===== src/bscd_pkg.sv =====
/*
 boot strap configuration decoder: shared constants and types.
 assumes a single 200 mhz clock domain and the strap word layout below.
*/
`default_nettype none

package bscd_pkg;

   // ==========================================================
   // strap word layout
   localparam int STRAP_W        = 16;
   localparam int RSVD_MSB       = 15;
   localparam int RSVD_LSB       = 14;
   localparam int BACKUP_MSB     = 13;
   localparam int BACKUP_LSB     = 10;
   localparam int CARD_WIDTH_BIT = 9;
   localparam int SPI_MODE_BIT   = 8;
   localparam int OPT_SEL_BIT    = 7;
   localparam int PRIMARY_MSB    = 6;
   localparam int PRIMARY_LSB    = 3;
   localparam int REFCLK_MSB     = 2;
   localparam int REFCLK_LSB     = 0;

   // ==========================================================
   // reset values
   localparam logic [15:0] STRAP_RST = 16'h0000;

   // ==========================================================
   // timing: pins pass a two-stage synchroniser, then settle
   localparam int SYNC_STAGES = 2;

   // ==========================================================
   // reference clock codes
   typedef enum logic [2:0] {
      BSCD_REF_19M2 = 3'h0,
      BSCD_REF_20M  = 3'h1,
      BSCD_REF_24M  = 3'h2,
      BSCD_REF_25M  = 3'h3,
      BSCD_REF_26M  = 3'h4,
      BSCD_REF_27M  = 3'h5,
      BSCD_REF_RSV6 = 3'h6,
      BSCD_REF_RSV7 = 3'h7
   } bscd_refclk_t;

   // ==========================================================
   // boot device codes, shared by primary and backup fields
   typedef enum logic [3:0] {
      BSCD_DEV_RSVD  = 4'h0,
      BSCD_DEV_OSPI  = 4'h1,
      BSCD_DEV_QSPI  = 4'h2,
      BSCD_DEV_SPI   = 4'h3,
      BSCD_DEV_RGMII = 4'h4,
      BSCD_DEV_RMII  = 4'h5,
      BSCD_DEV_I2C   = 4'h6,
      BSCD_DEV_UART  = 4'h7,
      BSCD_DEV_CARD  = 4'h8,
      BSCD_DEV_EMMC  = 4'h9,
      BSCD_DEV_USB   = 4'ha,
      BSCD_DEV_NAND  = 4'hb,
      BSCD_DEV_NOR   = 4'hc,
      BSCD_DEV_PCIE  = 4'hd,
      BSCD_DEV_XSPI  = 4'he,
      BSCD_DEV_NOBT  = 4'hf
   } bscd_dev_t;

   // ==========================================================
   // capture sequencer
   typedef enum logic [1:0] {
      BSCD_ST_WAIT = 2'b00,
      BSCD_ST_SYNC = 2'b01,
      BSCD_ST_HOLD = 2'b10
   } bscd_state_t;

endpackage

`default_nettype wire


===== src/bscd_decoder.sv =====
/*
 boot strap configuration decoder: captures the strap word after the
 cold power-on reset is released, decodes it and then hands the pins
 back for general-purpose use.
 assumes reset_n_i is the cold power-on reset, already deasserted
 synchronously to clk_i, and that strap pins are steady around release.
*/
// Behaviour
// - sample all sixteen strap pins at cold reset release, use as configuration
// - after capture release strap pins for general-purpose use
// - always start internal rom loader first, whatever device is selected
// - bits 13:10 give backup device, used when primary boot fails
// - bits 2:0 pick reference clock, codes 110 and 111 reserved
// - bits 6:3 pick primary boot device, 0000 reserved
// - card boot uses port 0 at 8 bits; bit 7 filesystem or raw
// - spi nor: bit 7 chip select, bit 8 clock mode 0 or 3
`default_nettype none

module bscd_decoder (
   // clock and cold reset
   input  wire logic        clk_i,
   input  wire logic        reset_n_i,
   // strap pins
   input  wire logic [15:0] boot_strap_word_i,
   // boot loader handshake
   input  wire logic        primary_fail_i,
   // capture status and pin handover
   output var  logic        strap_valid_o,
   output var  logic        pins_released_o,
   output var  logic        rom_loader_start_o,
   output var  logic [15:0] boot_strap_word_o,
   // decoded configuration
   output var  logic [2:0]  refclk_sel_o,
   output var  logic [3:0]  primary_dev_o,
   output var  logic [3:0]  backup_dev_o,
   output var  logic [3:0]  active_dev_o,
   output var  logic        use_backup_o,
   output var  logic        config_invalid_o,
   output var  logic        reserved_nonzero_o,
   // card port options
   output var  logic        card_port_sel_o,
   output var  logic        card_port_8bit_o,
   output var  logic        card_port_raw_o,
   output var  logic        card_port_bad_strap_o,
   // spi nor options
   output var  logic        spi_cs1_o,
   output var  logic        spi_mode3_o
);

   // ==========================================================
   // synchroniser for the strap pins
   logic [15:0] pins_sync;

   bscd_sync2 #(
      .W (bscd_pkg::STRAP_W)
   ) u_sync (
      .clk_i     (clk_i),
      .reset_n_i (reset_n_i),
      .d_i       (boot_strap_word_i),
      .q_o       (pins_sync)
   );

   // ==========================================================
   // capture sequencer
   bscd_pkg::bscd_state_t state_r;
   bscd_pkg::bscd_state_t state_nxt;
   logic [1:0]            cnt_r;
   logic [1:0]            cnt_nxt;
   logic [15:0]           word_r;
   logic [15:0]           word_nxt;
   logic                  cap;

   always_comb begin
      state_nxt = state_r;
      cnt_nxt   = cnt_r;
      word_nxt  = word_r;
      cap       = 1'b0;
      case (state_r)
         bscd_pkg::BSCD_ST_WAIT: begin
            state_nxt = bscd_pkg::BSCD_ST_SYNC;
            cnt_nxt   = 2'h0;
         end
         // wait until synchroniser carries post-release pin levels
         bscd_pkg::BSCD_ST_SYNC: begin
            cnt_nxt = cnt_r + 2'h1;
            if (cnt_r == 2'(bscd_pkg::SYNC_STAGES - 1)) begin
               word_nxt  = pins_sync;
               cap       = 1'b1;
               state_nxt = bscd_pkg::BSCD_ST_HOLD;
            end
         end
         bscd_pkg::BSCD_ST_HOLD: begin
            state_nxt = bscd_pkg::BSCD_ST_HOLD;
         end
         default: begin
            state_nxt = bscd_pkg::BSCD_ST_WAIT;
         end
      endcase
   end

   always_ff @(posedge clk_i or negedge reset_n_i) begin
      if (!reset_n_i) begin
         state_r <= bscd_pkg::BSCD_ST_WAIT;
         cnt_r   <= 2'h0;
         word_r  <= bscd_pkg::STRAP_RST;
      end else begin
         state_r <= state_nxt;
         cnt_r   <= cnt_nxt;
         word_r  <= word_nxt;
      end
   end

   // ==========================================================
   // field decode of the captured word
   logic [2:0] ref_f;
   logic [3:0] pri_f;
   logic [3:0] bak_f;
   logic       ref_bad;
   logic       pri_bad;

   always_comb begin
      ref_f = word_nxt[bscd_pkg::REFCLK_MSB:bscd_pkg::REFCLK_LSB];
      pri_f = word_nxt[bscd_pkg::PRIMARY_MSB:bscd_pkg::PRIMARY_LSB];
      bak_f = word_nxt[bscd_pkg::BACKUP_MSB:bscd_pkg::BACKUP_LSB];
      ref_bad = (ref_f == bscd_pkg::BSCD_REF_RSV6) || (ref_f == bscd_pkg::BSCD_REF_RSV7);
      pri_bad = (pri_f == bscd_pkg::BSCD_DEV_RSVD);
   end

   // ==========================================================
   // registered outputs, loaded once at capture; active_dev_o and use_backup_o again at fallback
   logic        done_r;
   logic        done_nxt;
   logic        fail_r;
   logic        fail_nxt;
   logic        valid_nxt;
   logic        released_nxt;
   logic        rom_start_nxt;
   logic [15:0] word_out_nxt;
   logic [2:0]  refclk_nxt;
   logic [3:0]  primary_nxt;
   logic [3:0]  backup_nxt;
   logic [3:0]  active_nxt;
   logic        use_backup_nxt;
   logic        invalid_nxt;
   logic        reserved_nxt;
   logic        card_sel_nxt;
   logic        card_8bit_nxt;
   logic        card_raw_nxt;
   logic        card_bad_nxt;
   logic        spi_cs1_nxt;
   logic        spi_mode3_nxt;

   always_comb begin
      done_nxt       = done_r | cap;
      // fallback latches; cleared only by cold reset
      fail_nxt       = fail_r | (done_r & primary_fail_i);
      valid_nxt      = strap_valid_o;
      released_nxt   = pins_released_o;
      rom_start_nxt  = rom_loader_start_o;
      word_out_nxt   = boot_strap_word_o;
      refclk_nxt     = refclk_sel_o;
      primary_nxt    = primary_dev_o;
      backup_nxt     = backup_dev_o;
      active_nxt     = active_dev_o;
      use_backup_nxt = use_backup_o;
      invalid_nxt    = config_invalid_o;
      reserved_nxt   = reserved_nonzero_o;
      card_sel_nxt   = card_port_sel_o;
      card_8bit_nxt  = card_port_8bit_o;
      card_raw_nxt   = card_port_raw_o;
      card_bad_nxt   = card_port_bad_strap_o;
      spi_cs1_nxt    = spi_cs1_o;
      spi_mode3_nxt  = spi_mode3_o;
      if (cap) begin
         valid_nxt     = 1'b1;
         released_nxt  = 1'b1;
         rom_start_nxt = 1'b1;
         word_out_nxt  = word_nxt;
         refclk_nxt    = ref_f;
         primary_nxt   = pri_f;
         backup_nxt    = bak_f;
         active_nxt    = pri_f;
         invalid_nxt   = ref_bad | pri_bad;
         reserved_nxt  = |word_nxt[bscd_pkg::RSVD_MSB:bscd_pkg::RSVD_LSB];
         // card port 0, 8 bit, fs or raw
         card_sel_nxt  = 1'b0;
         card_8bit_nxt = (pri_f == bscd_pkg::BSCD_DEV_CARD);
         card_raw_nxt  = (pri_f == bscd_pkg::BSCD_DEV_CARD) &
                         word_nxt[bscd_pkg::OPT_SEL_BIT];
         card_bad_nxt  = (pri_f == bscd_pkg::BSCD_DEV_CARD) &
                         word_nxt[bscd_pkg::CARD_WIDTH_BIT];
         // spi nor chip select and mode
         spi_cs1_nxt   = (pri_f == bscd_pkg::BSCD_DEV_SPI) &
                         word_nxt[bscd_pkg::OPT_SEL_BIT];
         spi_mode3_nxt = (pri_f == bscd_pkg::BSCD_DEV_SPI) &
                         word_nxt[bscd_pkg::SPI_MODE_BIT];
      end else if (fail_nxt && !fail_r) begin
         use_backup_nxt = 1'b1;
         active_nxt     = backup_dev_o;
      end
   end

   always_ff @(posedge clk_i or negedge reset_n_i) begin
      if (!reset_n_i) begin
         done_r                <= 1'b0;
         fail_r                <= 1'b0;
         strap_valid_o         <= 1'b0;
         pins_released_o       <= 1'b0;
         rom_loader_start_o    <= 1'b0;
         boot_strap_word_o     <= bscd_pkg::STRAP_RST;
         refclk_sel_o          <= 3'h0;
         primary_dev_o         <= 4'h0;
         backup_dev_o          <= 4'h0;
         active_dev_o          <= 4'h0;
         use_backup_o          <= 1'b0;
         config_invalid_o      <= 1'b0;
         reserved_nonzero_o    <= 1'b0;
         card_port_sel_o       <= 1'b0;
         card_port_8bit_o      <= 1'b0;
         card_port_raw_o       <= 1'b0;
         card_port_bad_strap_o <= 1'b0;
         spi_cs1_o             <= 1'b0;
         spi_mode3_o           <= 1'b0;
      end else begin
         done_r                <= done_nxt;
         fail_r                <= fail_nxt;
         strap_valid_o         <= valid_nxt;
         pins_released_o       <= released_nxt;
         rom_loader_start_o    <= rom_start_nxt;
         boot_strap_word_o     <= word_out_nxt;
         refclk_sel_o          <= refclk_nxt;
         primary_dev_o         <= primary_nxt;
         backup_dev_o          <= backup_nxt;
         active_dev_o          <= active_nxt;
         use_backup_o          <= use_backup_nxt;
         config_invalid_o      <= invalid_nxt;
         reserved_nonzero_o    <= reserved_nxt;
         card_port_sel_o       <= card_sel_nxt;
         card_port_8bit_o      <= card_8bit_nxt;
         card_port_raw_o       <= card_raw_nxt;
         card_port_bad_strap_o <= card_bad_nxt;
         spi_cs1_o             <= spi_cs1_nxt;
         spi_mode3_o           <= spi_mode3_nxt;
      end
   end

endmodule

`default_nettype wire


===== src/bscd_sync2.sv =====
/*
 two flip-flop level synchroniser, parameterised width.
 assumes the input is quasi-static, as strap pins are.
*/
`default_nettype none

module bscd_sync2 #(
   parameter int W = 16
) (
   // clock and reset
   input  wire logic         clk_i,
   input  wire logic         reset_n_i,
   // data
   input  wire logic [W-1:0] d_i,
   output var  logic [W-1:0] q_o
);

   logic [W-1:0] meta_r;
   logic [W-1:0] meta_nxt;
   logic [W-1:0] q_nxt;

   always_comb begin
      meta_nxt = d_i;
      q_nxt    = meta_r;
   end

   // first stage is only read by the second
   always_ff @(posedge clk_i or negedge reset_n_i) begin
      if (!reset_n_i) begin
         meta_r <= '0;
         q_o    <= '0;
      end else begin
         meta_r <= meta_nxt;
         q_o    <= q_nxt;
      end
   end

endmodule

`default_nettype wire


===== config.mk =====
export PLATFORM = sky130hd
export DESIGN_NAME = bscd_decoder
export DESIGN_NICKNAME = d
export VERILOG_FILES = /design/src/bscd_pkg.sv /design/src/bscd_decoder.sv /design/src/bscd_sync2.sv
export SDC_FILE = /design/constraint.sdc
export NUM_CORES = 1
export LEC_CHECK = 0
export ABC_CLOCK_PERIOD_IN_PS = 4500
export CORE_ASPECT_RATIO = 0.7
export CORE_UTILIZATION = 64
export DETAILED_ROUTE_END_ITERATION = 16
export DONT_BUFFER_PORTS = 1
export PLACE_DENSITY = 0.8
export SKIP_CTS_REPAIR_TIMING = 1
export SYNTH_ARGS = -nofsm -noshare
export SYNTH_HDL_FRONTEND = slang
export SYNTH_SLANG_ARGS = --single-unit

===== constraint.sdc =====
create_clock -name clk_i -period 4.5 [get_ports clk_i]
set_clock_uncertainty 0.05 [all_clocks]
set_input_delay 0.675 -clock clk_i [delete_from_list [all_inputs] [get_ports clk_i]]
set_output_delay 0.675 -clock clk_i [all_outputs]
set_load 0.02 [all_outputs]

# == Yosys cells after proc, flatten, opt, wreduce, memory -nomap -nowiden ==
# Index checks and enable logic that the tools add are counted.
# word_totals
reg_bits,94
out_inout_bits,43
in_bits,19
word_cells,57
# op_classes
n_eq_ne,8
n_bitwise,9
n_addsub,1
n_reduce_logical,9
mux,9
# ops
cell,n
$mux 16,2
$mux 4,2
$eq 3x3->1 const B,2
$pmux 2 s3,1
$and 1x1->1,5
$eq 2x1->1 const B,2
$eq 4x2->1 const B,1
$eq 4x4->1 const B,1
$logic_not 4->1,1
$pmux 2 s2,1
$reduce_bool 2->1,2
$or 1x1->1,3
$add 2x1->2 const B,1
$eq 2x2->1 const B,1
$logic_not 2->1,1
$mux 1,2
$mux 2,1
$ne 2x2->1 const B,1
$reduce_and 2->1,1
$reduce_or 2->1,1
$logic_and 1x1->1,1
$logic_not 1->1,1
$logic_or 1x1->1,1
$not 1->1,1

# == Depth between registers and ports, before layout ==
# Gate-level depths: netlist of run 1.
# logic_depth
ltp_word,6
ltp_mapped,7
depth_no_buf,5

# == Cells and area by module ==
# A second synthesis of run 1 with hierarchy kept.
# hier_totals
hier_cells,188
area_unflattened_um2,2366.0
# by_module_without_submodules
module,cells_each,n_inst,area_each_um2,seq_area_each_um2
bscd_decoder,156,1,1565.3,875.8
bscd_sync2,32,1,800.8,800.8

# == Worst setup path after synthesis of run 1 ==
# OpenSTA, ideal clock, no wires.
# synth_path
kind,reg-to-reg
startpoint,reg state_r[1]
endpoint,reg active_dev_o[2]
t_required_ps,4325
slack_ps,2834
synth_period_minus_slack_ps,1666
stages_incl_launch_ff,7
setup_time_ps,125
arrival_ps,1491
path_buffers,1
cell_sequence,dfrtp_1 > inv_1 > ha_1 > and2_1 > buf_6 > mux2_4 > mux2_2
# synth_via
elab_chain_len,3
elab_cells_between_ends,5
cone_classes,1 x eq/ne; 3 x mux; 1 x reduce/logical
# synth_lines
element,line_no,source
from (decl),bscd_decoder.sv:65,bscd_pkg::bscd_state_t state_r;
from (signal assigned),bscd_decoder.sv:103,state_r <= bscd_pkg::BSCD_ST_WAIT;
from (signal assigned),bscd_decoder.sv:107,state_r <= state_nxt;
$eq 2x1->1 (*),bscd_decoder.sv:78,case (state_r)
$mux 16 or $mux 1 (tied branches),bscd_decoder.sv:78,
$mux 4 or $reduce_bool 2->1 (tied branches),n/a,
to (signal assigned),bscd_decoder.sv:234,active_dev_o <= active_nxt;
to (decl),bscd_decoder.sv:36,"output var logic [3:0] active_dev_o,"
# Every way passes the cells marked *; elsewhere a longest branch is shown, timed or not.
# A chain may end at the register's enable or synchronous reset.

# == Final worst setup path of run 1 ==
# Same ends and word-level chain as after synthesis.

==> results of run 1 <==
[path summary, 6_finish.rpt]
kind	start	to	cells past startpoint	slack (ns)
max	state_r[1]	active_dev_o[2]	5	2.35
min	reset_n_i	done_r	1	0.15
max reg2reg	state_r[1]	active_dev_o[2]	5	2.35
min reg2reg	u_sync.meta_r[1]	u_sync.q_o[1]	0	0.29
max in group asynchronous	reset_n_i	u_sync.meta_r[1]	1	3.98
min in group clk_i	u_sync.meta_r[1]	u_sync.q_o[1]	0	0.29
[routing by layer]
| metal | vias up | GRT usage [%] | wire, µm |
|---|---|---|---|
| li1 | 562 | - | - |
| met1 | 632 | 23.8 | 1510 |
| met2 | 42 | 33.0 | 1750 |
| met3 | 4 | 14.3 | 253 |
| met4 | 0 | 10.1 | 51 |
| met5 | - | 0 | 0 |
[cells by family after synthesis]
| family | Yosys count | synth area share [%] |
|---|---|---|
| simple gates | 67 | 12.0 |
| flops | 67 | 70.6 |
| buf+inv | 26 | 7.00 |
| compound gates | 15 | 3.95 |
| mux | 8 | 4.21 |
| fa+ha+maj | 4 | 2.11 |
| other cells | 1 | 0.158 |
[registers in the layout, indices dropped and copies added, names as in the netlist, 2 cells and up]
| name | count |
|---|---|
| boot_strap_word_o | 16 |
| u_sync.meta_r | 16 |
| u_sync.q_o | 16 |
| active_dev_o | 4 |
| cnt_r | 2 |
| state_r | 2 |
[power groups by stage]
stage,logic [mW],clock network [mW],registers (mW)
floorplan,0.0297,0,0.672
global placement,0.0163,0,0.684
detailed placement,0.0176,0,0.685
CTS,0.0178,0.472,0.674
global route,0.0352,0.503,0.677
finish,0.0303,0.460,0.674
[cell type report]
cell class                      instances  share of cell area (%)
Clock inverter                          3                    1.60
Tap cell                               50                    2.50
Sequential cell                        67                    67.1
Clock buffer                           11                    5.66
Timing Repair Buffer                    1                    1.10
Multi-Input combinational cell         95                    21.3
Inverter                                5                   0.751
[synthesized netlist by cell type (all sizes together)]
| cell type | instances | area, µm² |
|---|---|---|
| o31ai | 2 | 15.0 |
| dfrtp | 67 | 1680 |
| or2b | 2 | 15.0 |
| o21ai | 8 | 43.8 |
| a22o | 2 | 17.5 |
| nand2 | 55 | 209 |
| and3 | 2 | 12.5 |
| nand2b | 3 | 18.8 |
| and2 | 1 | 6.26 |
| nor4 | 1 | 6.26 |
| a21o | 1 | 7.51 |
| ha | 4 | 50.1 |
| inv | 5 | 18.8 |
| nor2 | 2 | 7.51 |
| buf | 17 | 133 |
| mux2i | 1 | 10.0 |
| mux2 | 7 | 90.1 |
| clkbuf | 4 | 15.0 |
| a21oi | 2 | 10.0 |
| or4b | 1 | 10.0 |
| conb | 1 | 3.75 |
==> flow_summary_export.csv, run 1 <==
group,metric,value,unit
global_route,antenna_found_initial,0,
finish,multi_input_area,533,µm²
yosys,netlist_area,0.00238,mm²
power_and_ir_drop,p_leak,1.21,nW
floorplan,pin_count,62,
yosys,synth_area_per_cell,12.6,µm²
power_and_ir_drop,pwr-share-seq,57.9,%
global_route,grt_max_degree,68,
clocking,clk_pin_slew,0.06,ns
place,hpwl,2340,µm
hold_path,hold_class,"in2async",
sta,max_slew_margin,56.1,%
critical_path,cp_max_fo,18,
power_and_ir_drop,p_clk_share,39.5,%
critical_path,crit_arrival,2.31,ns
yosys,synth_nets,211,
drt,drt_iter0_drc,38,
global_route,grt_pass1_vias,1208,
drt,wl_per_cell,15.3,µm
power_and_ir_drop,p_total,1.16,mW
critical_path,cpLargestDelayFamily,"multiplexers",
clocking,cts.root.buffer_cell,"clkbuf_8",
floorplan,dieHeight,53.0,µm
critical_path,start_kind,"flop",
floorplan,start_util,67.2,%
finish,fillers,240,
place,placed_cell_area,0.00229,mm²
critical_path,path_buf_inv,1,
finish,layout-drive-gt1-share,12.6,%
floorplan,core_area,0.00354,mm²
clocking,cts_tree,"yes",
sta,setup-tns-final,0,ns
status,status,"finished, final reports clean",
critical_path,crit_path_cell_trace,"inv_1 > ha_1 > and2_1 > mux2_4 > mux2_2",
finish,areaGrowthSynthToFinish,5.21,%
finish,ff_latch_area,0.00168,mm²
clocking,clockBufferDepth,2,
drt,viasPerCell,5.34,
global_route,track_usage,21.8,%
sta,fin_crit_sh,47.8,%
sta,min_period,2.15,ns
finish,fin_area,0.00250,mm²
floorplan,rows,18,
sta,rsz0062_at_grt,"no",
power_and_ir_drop,p_switching,258,µW
finish,final_cell_mix,"dfrtp_1 (67), nand2_1 (54), clkbuf_8 (10)",
power_and_ir_drop,vdd.ir_drop.worst,0.323,mV
clocking,cts.sinks,67,
sta,slew_viol_final,0,
sta,worst_slew_pin_slew,0.659,ns
sta,hold_slack,0.150,ns
finish,utilization,70.7,%
finish,antenna_cells,0,
clocking,cts_made_buffers,9,
power_and_ir_drop,swShare,22.2,%
yosys,synth_cells,188,
place,pre_cts_ws,2.36,ns
global_route,grt_pass1_wl,5550,µm
yosys,synth.distinct_cells,26,
critical_path,cp_slowest_cell,"and2_1",
place,placedCellCount,217,
sta,fmax,465,MHz
power_and_ir_drop,power.density,466,mW/mm²
finish,fin_cells,232,
sta,hold_viol_final,0,
clocking,worstSkewPairLatency,0.33,ns
finish,nNetsFinal,202,
critical_path,cpPeakStageDelay,0.60,ns
place,gp_congestion,0.732,
power_and_ir_drop,p_int,906,µW
drt,vias,1240,
power_and_ir_drop,combPwrFrac,2.6,%
sta,setup_viol,0,
critical_path,critPathKind,"reg2reg",
critical_path,end_kind,"flop",
sta,worst_slack,2.35,ns
finish,final_common_cell,"dfrtp_1",
drt,drc_errors,0,
yosys,yosysWarnings,0,
yosys,seq_area_frac_synth,70.6,%
drt,first_pass_iters,4,
place,port-buffer-count,0,
global_route,grt_overflow_total,0,
drt,ant_nets,0,
critical_path,crit_required,4.66,ns
floorplan,die_w,74.8,µm
clocking,htree_levels,3,
drt,totalWireLength,3560,µm
run,cap_violations,0,
yosys,synth_seq_cells,67,
floorplan,die-area,0.00396,mm²
(Power assumes the default switching activity.)
==> run 2: changes to the inputs <==
Settings changed: ABC_CLOCK_PERIOD_IN_PS 4500 to 2100, CORE_UTILIZATION 64 to 60, PLACE_DENSITY 0.8 to 0.76.
Clock period 4.5 ns to 2.1 ns, I/O delays scaled along.
==> run 2 against run 1 <==
Critical path depth unchanged; setup slack worse by 2.0 ns; flip-flop and latch count unchanged; die area up 6.4%; count of clock-buffer cells in the layout down 1; clock power up 120%; sequential power up 110%; register-to-register slack worse by 2.0 ns; via count up 6.2%; first-iteration DRC count up 13%; combinational power rose to 3.0 times the previous value; global-route usage down 2.2 points; highest routed layer unchanged.
==> flow_summary_export.csv, run 2 (synthesis gave the netlist of run 1 again) <==
group,metric,value,unit
finish,layout-drive-gt1-share,13.8,%
power_and_ir_drop,p_total,2.56,mW
sta,max_slew_margin,62.7,%
drt,viasPerCell,5.21,
floorplan,pin_count,62,
clocking,cts.root.buffer_cell,"clkbuf_8",
critical_path,cpPeakStageDelay,0.37,ns
clocking,cts.sinks,67,
finish,fin_cells,253,
clocking,cts_made_buffers,9,
place,hpwl,2430,µm
critical_path,crit_path_cell_trace,"inv_1 > ha_1 > and2_1 > mux2_4 > mux2_2",
critical_path,start_kind,"flop",
floorplan,die_w,77.2,µm
global_route,grt_max_degree,68,
drt,drt_iter0_drc,43,
clocking,clockBufferDepth,2,
status,status,"finished, final reports clean",
finish,areaGrowthSynthToFinish,13.5,%
global_route,antenna_found_initial,0,
sta,fin_crit_sh,81.5,%
sta,fmax,584,MHz
place,gp_congestion,0.726,
critical_path,crit_required,2.27,ns
drt,vias,1317,
clocking,clk_pin_slew,0.07,ns
floorplan,dieHeight,54.7,µm
sta,setup_viol,0,
drt,drc_errors,0,
finish,final_cell_mix,"dfrtp_1 (67), nand2_1 (54), dlygate4sd3_1 (17)",
floorplan,core_area,0.00365,mm²
critical_path,critPathKind,"reg2reg",
finish,nNetsFinal,221,
sta,hold_slack,0.128,ns
power_and_ir_drop,power.density,949,mW/mm²
place,port-buffer-count,0,
power_and_ir_drop,vdd.ir_drop.worst,0.735,mV
drt,wl_per_cell,15.1,µm
sta,slew_viol_final,0,
clocking,htree_levels,3,
critical_path,crit_arrival,1.88,ns
finish,utilization,73.9,%
drt,totalWireLength,3820,µm
floorplan,start_util,65.1,%
place,placedCellCount,219,
finish,top_regs,"boot_strap_word_o x16, u_sync.meta_r x16, u_sync.q_o x16",
run,cap_violations,0,
global_route,track_usage,19.6,%
drt,ant_nets,0,
floorplan,rows,18,
sta,hold_viol_final,0,
sta,worst_slew_pin_slew,0.559,ns
hold_path,hold_class,"in2reg",
sta,min_period,1.71,ns
global_route,grt_pass1_vias,1263,
clocking,worstSkewPairLatency,0.34,ns
critical_path,cp_max_fo,8,
critical_path,cp_slowest_cell,"dfrtp_1",
finish,final_common_cell,"dfrtp_1",
place,pre_cts_ws,0.401,ns
critical_path,end_kind,"flop",
sta,worst_slack,0.388,ns
finish,antenna_cells,0,
sta,setup-tns-final,0,ns
clocking,cts_tree,"yes",
floorplan,die-area,0.00422,mm²
global_route,grt_pass1_wl,5730,µm
global_route,grt_overflow_total,0,
place,placed_cell_area,0.00231,mm²
finish,fin_area,0.00270,mm²
power_and_ir_drop,p_leak,1.30,nW
drt,first_pass_iters,4,
sta,rsz0062_at_grt,"no",
-- run 2: changes by cell type in the layout (fill, tap and decap cells not counted), sizes merged --
cell	change
dlygate4sd3	+17
clkinv	+3
buf	+2
clkbuf	-1
-- run 2: layer usage --
layer	track usage, %	share of wire [%]	vias to the layer above
met1	22.2	41	656
li1	-	-	601
met3	8.83	7.2	6
met5	0	0	-
met2	32.3	50	54
met4	10.4	1.3	0
-- run 2: area by class of cell --
cell class	instances	area, µm²
inverters	5	18.8
flip-flops and latches	67	1680
clock buffers	10	138
fillers	246	952
multi-input cells	95	533
well taps	50	62.6
repair buffers	20	213
clock inverters	6	55.1
-- run 2: final timing paths --
kind                                   from            endpoint  slack, ns  depth (start not counted)
setup / recovery                 state_r[1]     active_dev_o[2]       0.39                          5
hold / removal               primary_fail_i              fail_r       0.13                          2
setup reg to reg                 state_r[1]     active_dev_o[2]       0.39                          5
hold reg to reg            u_sync.meta_r[8]       u_sync.q_o[8]       0.30                          0
max in group asynchronous         reset_n_i     active_dev_o[2]       1.27                          2
min in group asynchronous         reset_n_i  reserved_nonzero_o       0.48                          2
-- run 2: report_power, final --
part / internal [mW] / switching [mW]
Sequential: 1.35 / 0.0930
Combinational: 0.0468 / 0.0442
Clock: 0.569 / 0.455
-- run 2: worst max-delay path, delay by kind of cell (launching register included) --
kind                     cells  cell delay (ns)
multiplexers                 2             0.55
flip-flops                   1             0.37
adder cells (fa/ha/maj)      1             0.30
AND/OR/NAND/NOR              1             0.21
buffers and inverters        1             0.12
